<file path="config.mk">
export PLATFORM = sky130hd
export DESIGN_NAME = plwd_top
export DESIGN_NICKNAME = d
export VERILOG_FILES = /design/src/plwd_pkg.sv /design/src/plwd_top.sv /design/src/plwd_edge_sync.sv
export SDC_FILE = /design/constraint.sdc
export NUM_CORES = 1
export LEC_CHECK = 0
export ABC_AREA = 1
export BUFFER_PORTS_ARGS = -buffer_cell sky130_fd_sc_hd__buf_2
export CAP_MARGIN = 10
export CORE_MARGIN = 5
export CORE_UTILIZATION = 40
export CTS_CLUSTER_SIZE = 30
export DETAILED_ROUTE_END_ITERATION = 6
export SLEW_MARGIN = 15
export SYNTH_ARGS = -nofsm -noshare
export SYNTH_HDL_FRONTEND = slang
export SYNTH_SLANG_ARGS = --single-unit
</file>
<file path="constraint.sdc">
create_clock -name mclk -period 3.73 [get_ports mclk]
set_input_delay 0.746 -clock mclk [delete_from_list [all_inputs] [get_ports mclk]]
set_output_delay 0.746 -clock mclk [all_outputs]
set_load 0.01 [all_outputs]
</file>
<file path="src/plwd_pkg.sv">
package plwd_pkg;

  // ---------------------------------------------------------------------
  // Bus and datapath widths
  // ---------------------------------------------------------------------
  localparam int ADDR_W = 16;  // CPU address width.
  localparam int DATA_W = 8;   // CPU data width.
  localparam int CNT_W  = 20;  // Enough for the longest period, 2^20 ticks.

  // ---------------------------------------------------------------------
  // Register addresses
  // ---------------------------------------------------------------------
  localparam logic [ADDR_W-1:0] MODE_ADDR = 16'hFF98;  // Mode select.
  localparam logic [ADDR_W-1:0] KEY_ADDR  = 16'hFF99;  // Clear key.

  // ---------------------------------------------------------------------
  // Reset values and key codes
  // ---------------------------------------------------------------------
  localparam logic [DATA_W-1:0] MODE_RST  = 8'h67;  // Osc clock, max period.
  localparam logic [DATA_W-1:0] KEY_READ  = 8'h9A;  // Fixed key read value.
  localparam logic [DATA_W-1:0] KEY_CLEAR = 8'hAC;  // Only legal key write.
  localparam logic [DATA_W-1:0] RDATA_RST = 8'h00;  // Read data after reset.
  localparam logic [CNT_W-1:0]  CNT_RST   = 20'h00000;  // Counter at reset.

  // ---------------------------------------------------------------------
  // Mode register field layout
  // ---------------------------------------------------------------------
  localparam int CS_STOP_BIT = 4;  // Clock stop bit.
  localparam int CS_SRC_BIT  = 3;  // Clock source bit.
  localparam int PER_MSB     = 2;  // Period field is bits PER_MSB..0.
  localparam int FIX_MSB     = 7;  // Fixed field upper bit.
  localparam int FIX_LSB     = 5;  // Fixed field lower bit.
  localparam logic [2:0] FIX_BITS = 3'h3;  // Bits 7..5 forced to 0,1,1 in non-stop mode.

  // ---------------------------------------------------------------------
  // Overflow exponents: period is 2^(base + n) source ticks
  // ---------------------------------------------------------------------
  localparam logic [4:0] OSC_EXP_BASE = 5'h0B;  // Internal oscillator.
  localparam logic [4:0] HS_EXP_BASE  = 5'h0D;  // High-speed system clock.

  // ---------------------------------------------------------------------
  // Violation state
  // ---------------------------------------------------------------------
  typedef enum logic [1:0] {
    WD_RUN,    // Normal operation.
    WD_PEND,   // Violation seen while source clock stopped.
    WD_RESET   // Internal reset asserted until chip reset.
  } plwd_state_t;

endpackage

</file>
<file path="src/plwd_top.sv">
`timescale 1ns/1ps

// Function
// - Reset loads mode 67H, counting starts at once.
// - Second full mode write asserts internal reset.
// - Bits 4:3 select osc, high-speed, or stop.
// - Period n overflows at 2^(11+n) or 2^(13+n).
// - Period field is all ones after reset.
// - Non-stop option ignores clock select, uses osc.
// - Full mode write stalls bus one wait cycle.
// - Violation with stopped source fires on resume.
// - Stop by bit 4 is never undone.
// - Key ACH clears counter and restarts counting.
// - Key register always reads 9AH.
// - Key write other than ACH asserts reset.
// - Bit access to key register asserts reset.
// - Counter overflow asserts internal reset.
// - No violation resets while stopped by bit 4.
// - Non-stop mode counts through STOP and HALT.
// - Accepted mode write clears the counter.
// - Watchdog reset sets the reset cause flag.
// - Stoppable mode pauses in HALT/STOP, keeps count.
module plwd_top (
  input  logic                          mclk,
  input  logic                          arst_n,
  input  logic [plwd_pkg::ADDR_W-1:0]   bus_addr,
  input  logic                          bus_wr,
  input  logic                          bus_rd,
  input  logic                          bus_bit_op,
  input  logic [plwd_pkg::DATA_W-1:0]   bus_wdata,
  output logic [plwd_pkg::DATA_W-1:0]   bus_rdata_r,
  output logic                          bus_wait_r,
  input  logic                          internal_osc_clock,
  input  logic                          hs_sys_clock,
  input  logic                          osc_clk_run,
  input  logic                          hs_clk_run,
  input  logic                          halt_mode,
  input  logic                          stop_mode,
  input  logic                          option_nonstop,
  input  logic                          cause_flag_clr,
  output logic                          watchdog_reset_r,
  output logic                          watchdog_reset_cause_flag_r
);

  import plwd_pkg::*;

  // ---------------------------------------------------------------------
  // Period decode
  // ---------------------------------------------------------------------

  // Last counter value before overflow: 2^(base+n) - 1.
  function automatic logic [CNT_W-1:0] period_last(
    input logic [PER_MSB:0] n,
    input logic             hs
  );
    logic [4:0]     e;
    logic [CNT_W:0] p;
    e = (hs ? HS_EXP_BASE : OSC_EXP_BASE) + {2'h0, n};
    p = {{CNT_W{1'b0}}, 1'b1} << e;
    return CNT_W'(p - {{CNT_W{1'b0}}, 1'b1});
  endfunction

  // ---------------------------------------------------------------------
  // State
  // ---------------------------------------------------------------------
  logic [DATA_W-1:0] mode_r;          // Mode select register.
  logic [DATA_W-1:0] mode_nxt;        // Next mode value.
  logic              lock_r;          // Set once the one write is used.
  logic              opt_nonstop_r;   // Captured option: cannot be stopped.
  logic              opt_taken_r;     // Option has been captured.
  logic [CNT_W-1:0]  cnt_r;           // Watchdog counter.
  logic [CNT_W-1:0]  cnt_nxt;         // Next counter value.
  plwd_state_t       state_r;         // Violation state.
  plwd_state_t       state_nxt;       // Next violation state.
  logic              cause_nxt;       // Next cause flag.
  logic [DATA_W-1:0] rdata_nxt;       // Next read data.
  logic              osc_rise;        // Synchronised oscillator edge.
  logic              hs_rise;         // Synchronised high-speed edge.

  // ---------------------------------------------------------------------
  // Source clock synchronisers
  // ---------------------------------------------------------------------

  // Both source clocks are far slower than mclk and are counted as
  // sampled edges; this keeps the block in one clock domain.
  plwd_edge_sync u_osc_sync (
    .mclk     (mclk),
    .arst_n   (arst_n),
    .async_in (internal_osc_clock),
    .rise_r   (osc_rise)
  );

  plwd_edge_sync u_hs_sync (
    .mclk     (mclk),
    .arst_n   (arst_n),
    .async_in (hs_sys_clock),
    .rise_r   (hs_rise)
  );

  // ---------------------------------------------------------------------
  // Access decode
  // ---------------------------------------------------------------------
  wire hit_mode   = (bus_addr == MODE_ADDR);   // Mode address selected.
  wire hit_key    = (bus_addr == KEY_ADDR);    // Key address selected.
  // A bit write to the mode register is simply ignored.
  wire mode_wr    = bus_wr && hit_mode && !bus_bit_op;
  wire mode_first = mode_wr && !lock_r;        // The one accepted write.
  wire mode_again = mode_wr && lock_r;         // Second write.
  wire key_bit    = (bus_wr || bus_rd) && hit_key && bus_bit_op;
  wire key_wr8    = bus_wr && hit_key && !bus_bit_op;
  wire key_clear  = key_wr8 && (bus_wdata == KEY_CLEAR);
  wire key_bad    = (key_wr8 && (bus_wdata != KEY_CLEAR)) || key_bit;

  // ---------------------------------------------------------------------
  // Clock selection and suspension
  // ---------------------------------------------------------------------

  // Stop bit only has effect in stoppable mode; the lock keeps it from
  // ever being cleared again, so a stop is permanent until reset.
  wire cs_stopped = !opt_nonstop_r && mode_r[CS_STOP_BIT];
  wire sel_hs     = !opt_nonstop_r && !mode_r[CS_STOP_BIT]
                    && mode_r[CS_SRC_BIT];
  // Standby suspends counting only in stoppable mode.
  wire suspend    = !opt_nonstop_r && (halt_mode || stop_mode);
  // In non-stop mode the oscillator cannot be stopped at all.
  wire src_run    = opt_nonstop_r ? 1'b1
                                  : (sel_hs ? hs_clk_run : osc_clk_run);
  wire src_avail  = src_run && !suspend && !cs_stopped;
  wire tick       = src_avail && (sel_hs ? hs_rise : osc_rise);

  // ---------------------------------------------------------------------
  // Counter control
  // ---------------------------------------------------------------------
  wire [CNT_W-1:0] cnt_last = period_last(mode_r[PER_MSB:0], sel_hs);
  wire             at_last  = (cnt_r == cnt_last);
  wire             cnt_clr  = mode_first || key_clear;
  // Violations are ignored entirely while stopped by the stop bit.
  wire             viol     = (mode_again || key_bad) && !cs_stopped;
  wire             overflow = tick && at_last && !cnt_clr;

  // New mode value; non-stop mode forces the fixed and clock bits.
  wire [DATA_W-1:0] mode_wval = opt_nonstop_r
      ? {FIX_BITS, 2'h0, bus_wdata[PER_MSB:0]}
      : bus_wdata;

  // Mode register next value: loaded only by the first full write.
  always_comb begin
    mode_nxt = mode_r;
    if (mode_first) begin
      mode_nxt = mode_wval;
    end
  end

  // Counter: clears win over ticks; it freezes once a reset is pending.
  always_comb begin
    cnt_nxt = cnt_r;
    if (cnt_clr) begin
      cnt_nxt = CNT_RST;
    end else if (tick && (state_r == WD_RUN) && !at_last) begin
      cnt_nxt = cnt_r + {{(CNT_W-1){1'b0}}, 1'b1};
    end
  end

  // ---------------------------------------------------------------------
  // Violation state machine
  // ---------------------------------------------------------------------

  // A violation while the source is stalled is remembered and fires as
  // soon as the source runs again; a reset, once issued, holds.
  always_comb begin
    state_nxt = state_r;
    unique case (state_r)
      WD_RUN: begin
        if (viol) begin
          state_nxt = src_avail ? WD_RESET : WD_PEND;
        end else if (overflow) begin
          state_nxt = WD_RESET;
        end
      end
      WD_PEND: begin
        if (src_avail) begin
          state_nxt = WD_RESET;
        end
      end
      WD_RESET: begin
        state_nxt = WD_RESET;
      end
    endcase
  end

  // Cause flag: the set wins over a clear in the same cycle.
  always_comb begin
    cause_nxt = watchdog_reset_cause_flag_r;
    if ((state_nxt == WD_RESET) && (state_r != WD_RESET)) begin
      cause_nxt = 1'b1;
    end else if (cause_flag_clr) begin
      cause_nxt = 1'b0;
    end
  end

  // Read data: the key register never shows the written value.
  always_comb begin
    rdata_nxt = bus_rdata_r;
    if (bus_rd) begin
      rdata_nxt = hit_mode ? mode_r : (hit_key ? KEY_READ : RDATA_RST);
    end
  end

  // ---------------------------------------------------------------------
  // Registers
  // ---------------------------------------------------------------------

  // Option capture once after release; the pin must be static.
  always_ff @(posedge mclk or negedge arst_n) begin
    if (!arst_n) begin
      opt_nonstop_r <= 1'b1;
      opt_taken_r   <= 1'b0;
    end else if (!opt_taken_r) begin
      opt_nonstop_r <= option_nonstop;
      opt_taken_r   <= 1'b1;
    end
  end

  // Mode, lock and counter; reset restores the single write.
  always_ff @(posedge mclk or negedge arst_n) begin
    if (!arst_n) begin
      mode_r <= MODE_RST;
      lock_r <= 1'b0;
      cnt_r  <= CNT_RST;
    end else begin
      mode_r <= mode_nxt;
      lock_r <= lock_r || mode_first;
      cnt_r  <= cnt_nxt;
    end
  end

  // Reset output and cause flag.
  always_ff @(posedge mclk or negedge arst_n) begin
    if (!arst_n) begin
      state_r                     <= WD_RUN;
      watchdog_reset_r            <= 1'b0;
      watchdog_reset_cause_flag_r <= 1'b0;
    end else begin
      state_r                     <= state_nxt;
      watchdog_reset_r            <= (state_nxt == WD_RESET);
      watchdog_reset_cause_flag_r <= cause_nxt;
    end
  end

  // Bus answers; any full mode write costs one wait cycle.
  always_ff @(posedge mclk or negedge arst_n) begin
    if (!arst_n) begin
      bus_rdata_r <= RDATA_RST;
      bus_wait_r  <= 1'b0;
    end else begin
      bus_rdata_r <= rdata_nxt;
      bus_wait_r  <= mode_wr;
    end
  end

  // ---------------------------------------------------------------------
  // Assertions
  // ---------------------------------------------------------------------
  AST_MODE_AT_RESET: assert property (
    @(posedge mclk) disable iff (!arst_n)
    !lock_r |-> (mode_r == MODE_RST))
    else $error("Mode register left reset value without a write.");

  AST_SECOND_WRITE: assert property (
    @(posedge mclk) disable iff (!arst_n)
    (mode_again && !cs_stopped && src_avail) |=> watchdog_reset_r)
    else $error("Second mode write did not assert reset.");

  AST_NONSTOP_OSC: assert property (
    @(posedge mclk) disable iff (!arst_n)
    opt_nonstop_r |-> (mode_r[CS_STOP_BIT:CS_SRC_BIT] == 2'h0) && !sel_hs)
    else $error("Non-stop mode left the internal oscillator.");

  AST_WAIT_CYCLE: assert property (
    @(posedge mclk) disable iff (!arst_n)
    mode_wr |=> bus_wait_r ##1 (!bus_wait_r || $past(mode_wr)))
    else $error("Mode write wait cycle wrong.");

  AST_KEY_CLEAR: assert property (
    @(posedge mclk) disable iff (!arst_n)
    (key_clear || mode_first) |=> (cnt_r == CNT_RST))
    else $error("Counter not cleared by key or mode write.");

  AST_KEY_READ: assert property (
    @(posedge mclk) disable iff (!arst_n)
    (bus_rd && hit_key) |=> (bus_rdata_r == KEY_READ))
    else $error("Key register did not read the fixed value.");

  AST_BAD_KEY: assert property (
    @(posedge mclk) disable iff (!arst_n)
    (key_bad && !cs_stopped && src_avail) |=> watchdog_reset_r)
    else $error("Bad key access did not assert reset.");

  AST_OVERFLOW: assert property (
    @(posedge mclk) disable iff (!arst_n)
    (tick && (cnt_r == period_last(mode_r[PER_MSB:0], sel_hs))
     && !cnt_clr) |=> watchdog_reset_r)
    else $error("Overflow did not assert reset.");

  AST_STOPPED_QUIET: assert property (
    @(posedge mclk) disable iff (!arst_n)
    (cs_stopped && (state_r == WD_RUN)) |=>
      (state_r == WD_RUN) && cs_stopped && $stable(cnt_r))
    else $error("Stopped watchdog reset or restarted.");

  AST_PEND_FIRE: assert property (
    @(posedge mclk) disable iff (!arst_n)
    ((state_r == WD_PEND) && src_avail) |=> watchdog_reset_r)
    else $error("Pending violation did not fire on resume.");

  AST_CAUSE_SET: assert property (
    @(posedge mclk) disable iff (!arst_n)
    $rose(watchdog_reset_r) |-> watchdog_reset_cause_flag_r)
    else $error("Reset cause flag not set with watchdog reset.");

  AST_SUSPEND_HOLD: assert property (
    @(posedge mclk) disable iff (!arst_n)
    (suspend && !cnt_clr) |=> $stable(cnt_r))
    else $error("Counter moved while suspended.");

endmodule

</file>
<file path="src/plwd_edge_sync.sv">
`timescale 1ns/1ps

// -----------------------------------------------------------------------
// Three-stage synchroniser with rising-edge pulse
// -----------------------------------------------------------------------
module plwd_edge_sync (
  input  logic mclk,
  input  logic arst_n,
  input  logic async_in,
  output logic rise_r
);

  logic s1_r;   // First stage, read only by the second.
  logic s2_r;   // Second stage.
  logic s3_r;   // Third stage.
  logic lvl_r;  // Level accepted once second and third stages agree.

  // Shift chain; the accepted level only moves when the last two stages
  // agree, which filters a single metastable sample.
  always_ff @(posedge mclk or negedge arst_n) begin
    if (!arst_n) begin
      s1_r   <= 1'b0;
      s2_r   <= 1'b0;
      s3_r   <= 1'b0;
      lvl_r  <= 1'b0;
      rise_r <= 1'b0;
    end else begin
      s1_r   <= async_in;
      s2_r   <= s1_r;
      s3_r   <= s2_r;
      lvl_r  <= (s2_r == s3_r) ? s3_r : lvl_r;
      rise_r <= (s2_r == s3_r) && s3_r && !lvl_r;
    end
  end

endmodule

</file>
After elaboration in Yosys (flattened, before gate mapping)
Cells that the tools add are included.

word-level totals
  flip-flop bits (word level) = 54
  latch bits = 0
  RAM bits = 0
  bits in read-only memories = 0
  bits of input ports = 37
  memories = 0

cells by class
  add/subtract/negate cells = 3
  multipliers = 0
  divide/modulo/power cells = 0
  magnitude comparators = 0
  equal/unequal tests = 11
  shifts and indexed selects = 1
  mux-type cells = 16
  bitwise logic cells = 0
  reduce and logical (&&, ||, !) cells = 46

operators by type and width
  kind                                                 count
  two-way mux 20 bit                                   2
  == test 16 bit (second input constant)               2
  logical AND 1 bit                                    27
  two-way mux 8 bit                                    3
  adder 20 x 1 -> 20 bit (second input constant)       1
  == test 20 bit                                       1
  left shift 1 x 5 -> 20 bit (first input constant)    1
  subtractor 20 x 1 -> 20 bit (second input constant)  1
  logical NOT 1 bit                                    10
  == test 8 bit (second input constant)                1
  two-way mux 2 bit                                    4
  inequality test 8 bit (second input constant)        1
  logical OR 1 bit                                     6
  one-hot mux 2 bit (3 select lines)                   1
  adder 4 x 3 -> 5 bit                                 1
  two-way mux 1 bit                                    5
  == test 2 bit (second input constant)                2
  nonzero test 2 bit                                   2
  two-way mux 3 bit                                    1
  == test 1 bit                                        2
  == test 2 x 1 -> 1 bit (second input constant)       1
  logical NOT 2 bit                                    1
  inequality test 2 bit (second input constant)        1

Depth between registers and ports, before layout
  depth after elaboration = 16
  gate-level depth with buffers = 30
  depth with buffers taken out = 30

Cells and area by module
A second synthesis with hierarchy kept.

second synthesis, totals
  cell total of the unflattened synthesis = 574
  area, all modules = 3,941.3 um^2

by module, submodules not included
  module          instances  cells each  area each (um^2)  seq. area each (um^2)
  plwd_top        1          550         3,621.0           1,108.6
  plwd_edge_sync  2          12          160.2             125.1

Worst setup path before layout
Ideal clock, no wire load.

  path kind = reg2reg
  start = reg opt_nonstop_r
  end = reg cnt_r[4]
  arrival = 3.607 ns
  path slack = 0.050 ns
  stages on the path, launching flop included = 31
  buffers on the path = 3
  path through = dfstp_2 nor2_4 nand2_4 nand2_2 nand3_4 nand2_1 fa_1 buf_2 inv_1 clkbuf_1 nand3_1 ha_1 xor2_1 inv_1 nand2_1 nand2_1 inv_1 nor2_1 nand2_1 nor2_1 nand2_1 nor2_1 nand2_1 nor2_2 nand3_2 nand2_4 inv_2 buf_6 nand2_4 o21ai_2 a21oi_2

between the ends
  cells in the longest elaborated chain, start to end = 11
  elaborated cells on any way between the ends = 22

ends and longest elaborated chain
  element                                                                  RTL line                                           RTL
  start, declared                                                          plwd_top.sv:69                                     logic opt_nonstop_r;
  start signal, assigned                                                   plwd_top.sv:219                                    opt_nonstop_r <= option_nonstop;
  logical NOT 1 bit                                                        plwd_top.sv:120, plwd_top.sv:121, plwd_top.sv:124
  logical AND 1 bit                                                        plwd_top.sv:121                                    wire sel_hs = !opt_nonstop_r && !mode_r[CS_STOP_BIT]
  logical AND 1 bit                                                        plwd_top.sv:122                                    && mode_r[CS_SRC_BIT];
  two-way mux 3 bit / two-way mux 1 bit (equally long branches)            plwd_top.sv:58, plwd_top.sv:127
  adder 4 x 3 -> 5 bit / two-way mux 1 bit (equally long branches)         plwd_top.sv:58, plwd_top.sv:126
  left shift 1 x 5 -> 20 bit / logical AND 1 bit (equally long branches)   plwd_top.sv:59, plwd_top.sv:128
  subtractor 20 x 1 -> 20 bit / logical AND 1 bit (equally long branches)  plwd_top.sv:60, plwd_top.sv:128
  == test 20 bit / logical AND 1 bit (equally long branches)               plwd_top.sv:135, plwd_top.sv:129
  logical NOT 1 bit / logical AND 1 bit (equally long branches)            plwd_top.sv:159                                    end else if (tick && (state_r == WD_RUN) && !at_last) begin
  logical AND 1 bit *                                                      plwd_top.sv:159
  nonzero test 2 bit (no line) *                                           n/a
  end signal, assigned                                                     plwd_top.sv:233                                    cnt_r <= cnt_nxt;
  end, declared                                                            plwd_top.sv:71                                     logic [CNT_W-1:0] cnt_r;

Mark *: on every way between the ends. The rest lies on a longest branch, timed or not.
A chain may end at the register's enable or synchronous reset.

Final worst setup path
  start = reg opt_nonstop_r
  end = reg watchdog_reset_cause_flag_r

between the ends
  cells in the longest elaborated chain, start to end = 16
  elaborated cells on any way between the ends = 30

ends and longest elaborated chain
  element                                                                  RTL line                                           RTL
  logical NOT 1 bit                                                        plwd_top.sv:120, plwd_top.sv:121, plwd_top.sv:124
  logical AND 1 bit                                                        plwd_top.sv:121
  logical AND 1 bit                                                        plwd_top.sv:122
  two-way mux 3 bit / two-way mux 1 bit (equally long branches)            plwd_top.sv:58, plwd_top.sv:127
  adder 4 x 3 -> 5 bit / two-way mux 1 bit (equally long branches)         plwd_top.sv:58, plwd_top.sv:126
  left shift 1 x 5 -> 20 bit / logical AND 1 bit (equally long branches)   plwd_top.sv:59, plwd_top.sv:128
  subtractor 20 x 1 -> 20 bit / logical AND 1 bit (equally long branches)  plwd_top.sv:60, plwd_top.sv:128
  == test 20 bit / logical AND 1 bit (equally long branches)               plwd_top.sv:135, plwd_top.sv:129
  logical AND 1 bit (2 in a row)                                           plwd_top.sv:139                                    wire overflow = tick && at_last && !cnt_clr;
  two-way mux 2 bit                                                        plwd_top.sv:176                                    end else if (overflow) begin
  two-way mux 2 bit                                                        plwd_top.sv:174                                    if (viol) begin
  one-hot mux 2 bit (3 select lines) *                                     plwd_top.sv:172                                    unique case (state_r)
  == test 2 bit *                                                          plwd_top.sv:194                                    if ((state_nxt == WD_RESET) && (state_r != WD_RESET)) begin
  logical AND 1 bit *                                                      plwd_top.sv:194
  two-way mux 1 bit / nonzero test 2 bit (equally long branches)           n/a
  end signal, assigned                                                     plwd_top.sv:246                                    watchdog_reset_cause_flag_r <= cause_nxt;
  end, declared                                                            plwd_top.sv:42                                     output logic watchdog_reset_cause_flag_r

Marks and branches as above.

==> results.cfg <==
[global_route]
antenna_found_initial = 0
grt_max_degree = 35
grt_pass1_wl_um = 18100
grt_pass1_vias = 3605
grt.overflow.total = 0
grt_util_all_layers = 0.178

[place]
place_inst = 768
port_buffers = 47
place_hpwl_um = 8860
pre_cts_ws_ps = -40.3
finalWeightedCongestion = 0.934
postPlaceCellArea_sq_um = 4570

[sta]
fin_ws_ps = 23.1
worstMarginPinSlew_ps = 769
timing.final.crit_share = 0.994
hold_viol = 0
rsz0062_at_grt = yes
fmax_mhz = 270
whs_ps = 363
clock_skew_ps = 7.67
drv_slew = 0
max_slew_margin = 0.483
fin_crit_ps = 3710
setup_violations = 0

[cells_and_area]
regArea_sq_um = 1360
multi_input_area_sq_um = 2520
fin_cells = 783
final_area_sq_um = 4910
nets = 695
areaGrowthSynthToFinish_pct = 20.3
drive_gt1_frac = 0.258
fill_cells = 987
layout_commonest_cell = nand2_1
layout_common_cells = 144 x nand2_1, 80 x inv_1, 58 x nor2_1, 48 x dfrtp_1, 47 x buf_2
n_antenna_cell = 0

[drt]
viasPerCell = 5.07
wire_per_inst_um = 14.3
dr.pass1.iters = 5
antenna_left = 0
drt_iter0_markers = 267
routed_wl_um = 11200
vias = 3968
drc = 0

[critical_path]
critPathArrivalTime_ps = 3980
cp_slowest_cell = dfstp_2
crit_buf_inv = 3
worstPathRequired_ps = 4000
r2r_end = watchdog_reset_cause_flag_r
critPathLaunch = opt_nonstop_r
critPathTopFamily = simple AND/OR/NAND/NOR gates
cp_common_cell = nand2_1
r2r_setup_slack_ps = 20
reg2reg_from = opt_nonstop_r
crit_path_start_kind = register
reg2reg_depth = 29
path_class = reg2reg
cp-end-kind = register
cp.depth = 29
critical_path.max_stage_delay_ps = 570
cp_max_fo = 5
endpoint = watchdog_reset_cause_flag_r

[floorplan]
fp.dieArea_sq_um = 12300
core_area_sq_um = 9860
row_count = 36
die_x_um = 111
initial_core_util = 0.413
ios = 48
die_y_um = 111

[power]
power.density_nw_per_um2 = 359
ir_drop_mv = 0.192
power_uw = 1760
p_leak_uw = 0.00253

[synthesis]
yosysUniqueCellTypes = 46
synth-seq-cells = 54
synthFlopType = dfrtp_1
synth_edf_count = 0
synth_cells = 579
async_flop_share = 1.00
syn-num-nets = 625
yosysSeqAreaShare = 0.333
syn_area_sq_um = 4080
synth_warnings = 0
syn_area_per_cell_sq_um = 7.04

[cts]
clk_path_buf_depth = 2
cts.sinks = 54
tritoncts = done
cts.reportedPaths.clkPinSlew_ps = 100
h-tree-depth = 2
clkLatencyLatePin_ps = 330
cts_buffers = 5
clock_tree.root_cell = clkbuf_8

[min_path]
min_path_type = reg2reg

[run]
max_cap_violations = 0

[status]
status = completed
flip-flops by register name, indices dropped and copies added (netlist names):
name                         flops
u_hs_sync.rise_r                 1
u_hs_sync.s1_r                   1
state_r                          2
u_osc_sync.s1_r                  1
cnt_r                           20
u_hs_sync.s3_r                   1
u_osc_sync.lvl_r                 1
bus_rdata_r                      8
watchdog_reset_r                 1
opt_nonstop_r                    1
u_osc_sync.s2_r                  1
lock_r                           1
bus_wait_r                       1
opt_taken_r                      1
u_hs_sync.s2_r                   1
mode_r                           8
u_osc_sync.s3_r                  1
watchdog_reset_cause_flag_r      1
u_osc_sync.rise_r                1
u_hs_sync.lvl_r                  1
synthesized netlist by cell type, types with 10 or more instances:
library cell | n | area, sq um
o21ai_0 | 12 | 60.1
o21ai_1 | 18 | 90.1
xor2_1 | 18 | 158
a21oi_1 | 10 | 50.1
dfrtp_1 | 48 | 1200
inv_1 | 81 | 304
nand3_1 | 38 | 190
nor3_1 | 10 | 50.1
nor2_1 | 59 | 221
nand2_1 | 156 | 586
nand4_1 | 24 | 150
metrics by stage:
| stage | TNS [ps] | utilization |
|---|---|---|
| after floorplan | 0 | - |
| after global placement | 0 | 0.463 |
| after detailed placement | -93.1 | 0.463 |
| after CTS | 0 | 0.472 |
| after global routing | -3100 | 0.497 |
| final | 0 | 0.497 |
cell type report:
cell class              count  area share
multi-input cells         432       0.513
flip-flops and latches     54       0.277
repair buffers             71      0.0923
inverters                  85      0.0665
well taps                 133      0.0339
clock buffers               6      0.0148
clock inverters             2     0.00280
logic make-up (layout without fill, tap and decap cells):
family,after synthesis,after routing,synth area share
and+or+nand+nor,338,338,0.403
DFF,54,54,0.333
AOI/OAI and AO/OA,60,60,0.0878
muxes,5,5,0.0138
xor gates and xnor gates,19,19,0.0408
buffers and inverters,93,164,0.0905
adders and majority gates,9,9,0.0295
other,1,1,0.000920
metal layers:
layer	track usage	wire length, um	vias to the layer above
li1	-	-	2016
met1	0.249	5220	1856
met2	0.279	5360	84
met3	0.0360	481	12
met4	0.0517	154	0
met5	0	0	-
timing repair:
item,in CTS,in global routing
endpoints found under the setup margin,14,23
hold endpoints to repair,0,0
pin swaps,1,13
resized for setup,2,48
setup buffers,0,6
gates cloned,0,1
hold buffers,0,0
worst min-delay path by stage:
stage / start / end / slack [ps] / depth (start not counted)
2_1_floorplan: u_hs_sync.s1_r / u_hs_sync.s2_r / 330 / 0
3_3_place_gp: u_osc_sync.s1_r / u_osc_sync.s2_r / 340 / 0
3_5_place_dp: u_hs_sync.s1_r / u_hs_sync.s2_r / 340 / 0
4_1_cts: u_osc_sync.s1_r / u_osc_sync.s2_r / 370 / 0
5_1_grt: u_hs_sync.s1_r / u_hs_sync.s2_r / 380 / 0
6_report: u_osc_sync.s1_r / u_osc_sync.s2_r / 360 / 0
where the power goes:
part / leakage (uW) / switching, uW / internal, uW
clock network: 0.0000456 / 205 / 134
logic: 0.00183 / 392 / 223
registers: 0.000659 / 128 / 679
total: 0.00253 / 726 / 1040
Power figures use the tool's default switching activity.
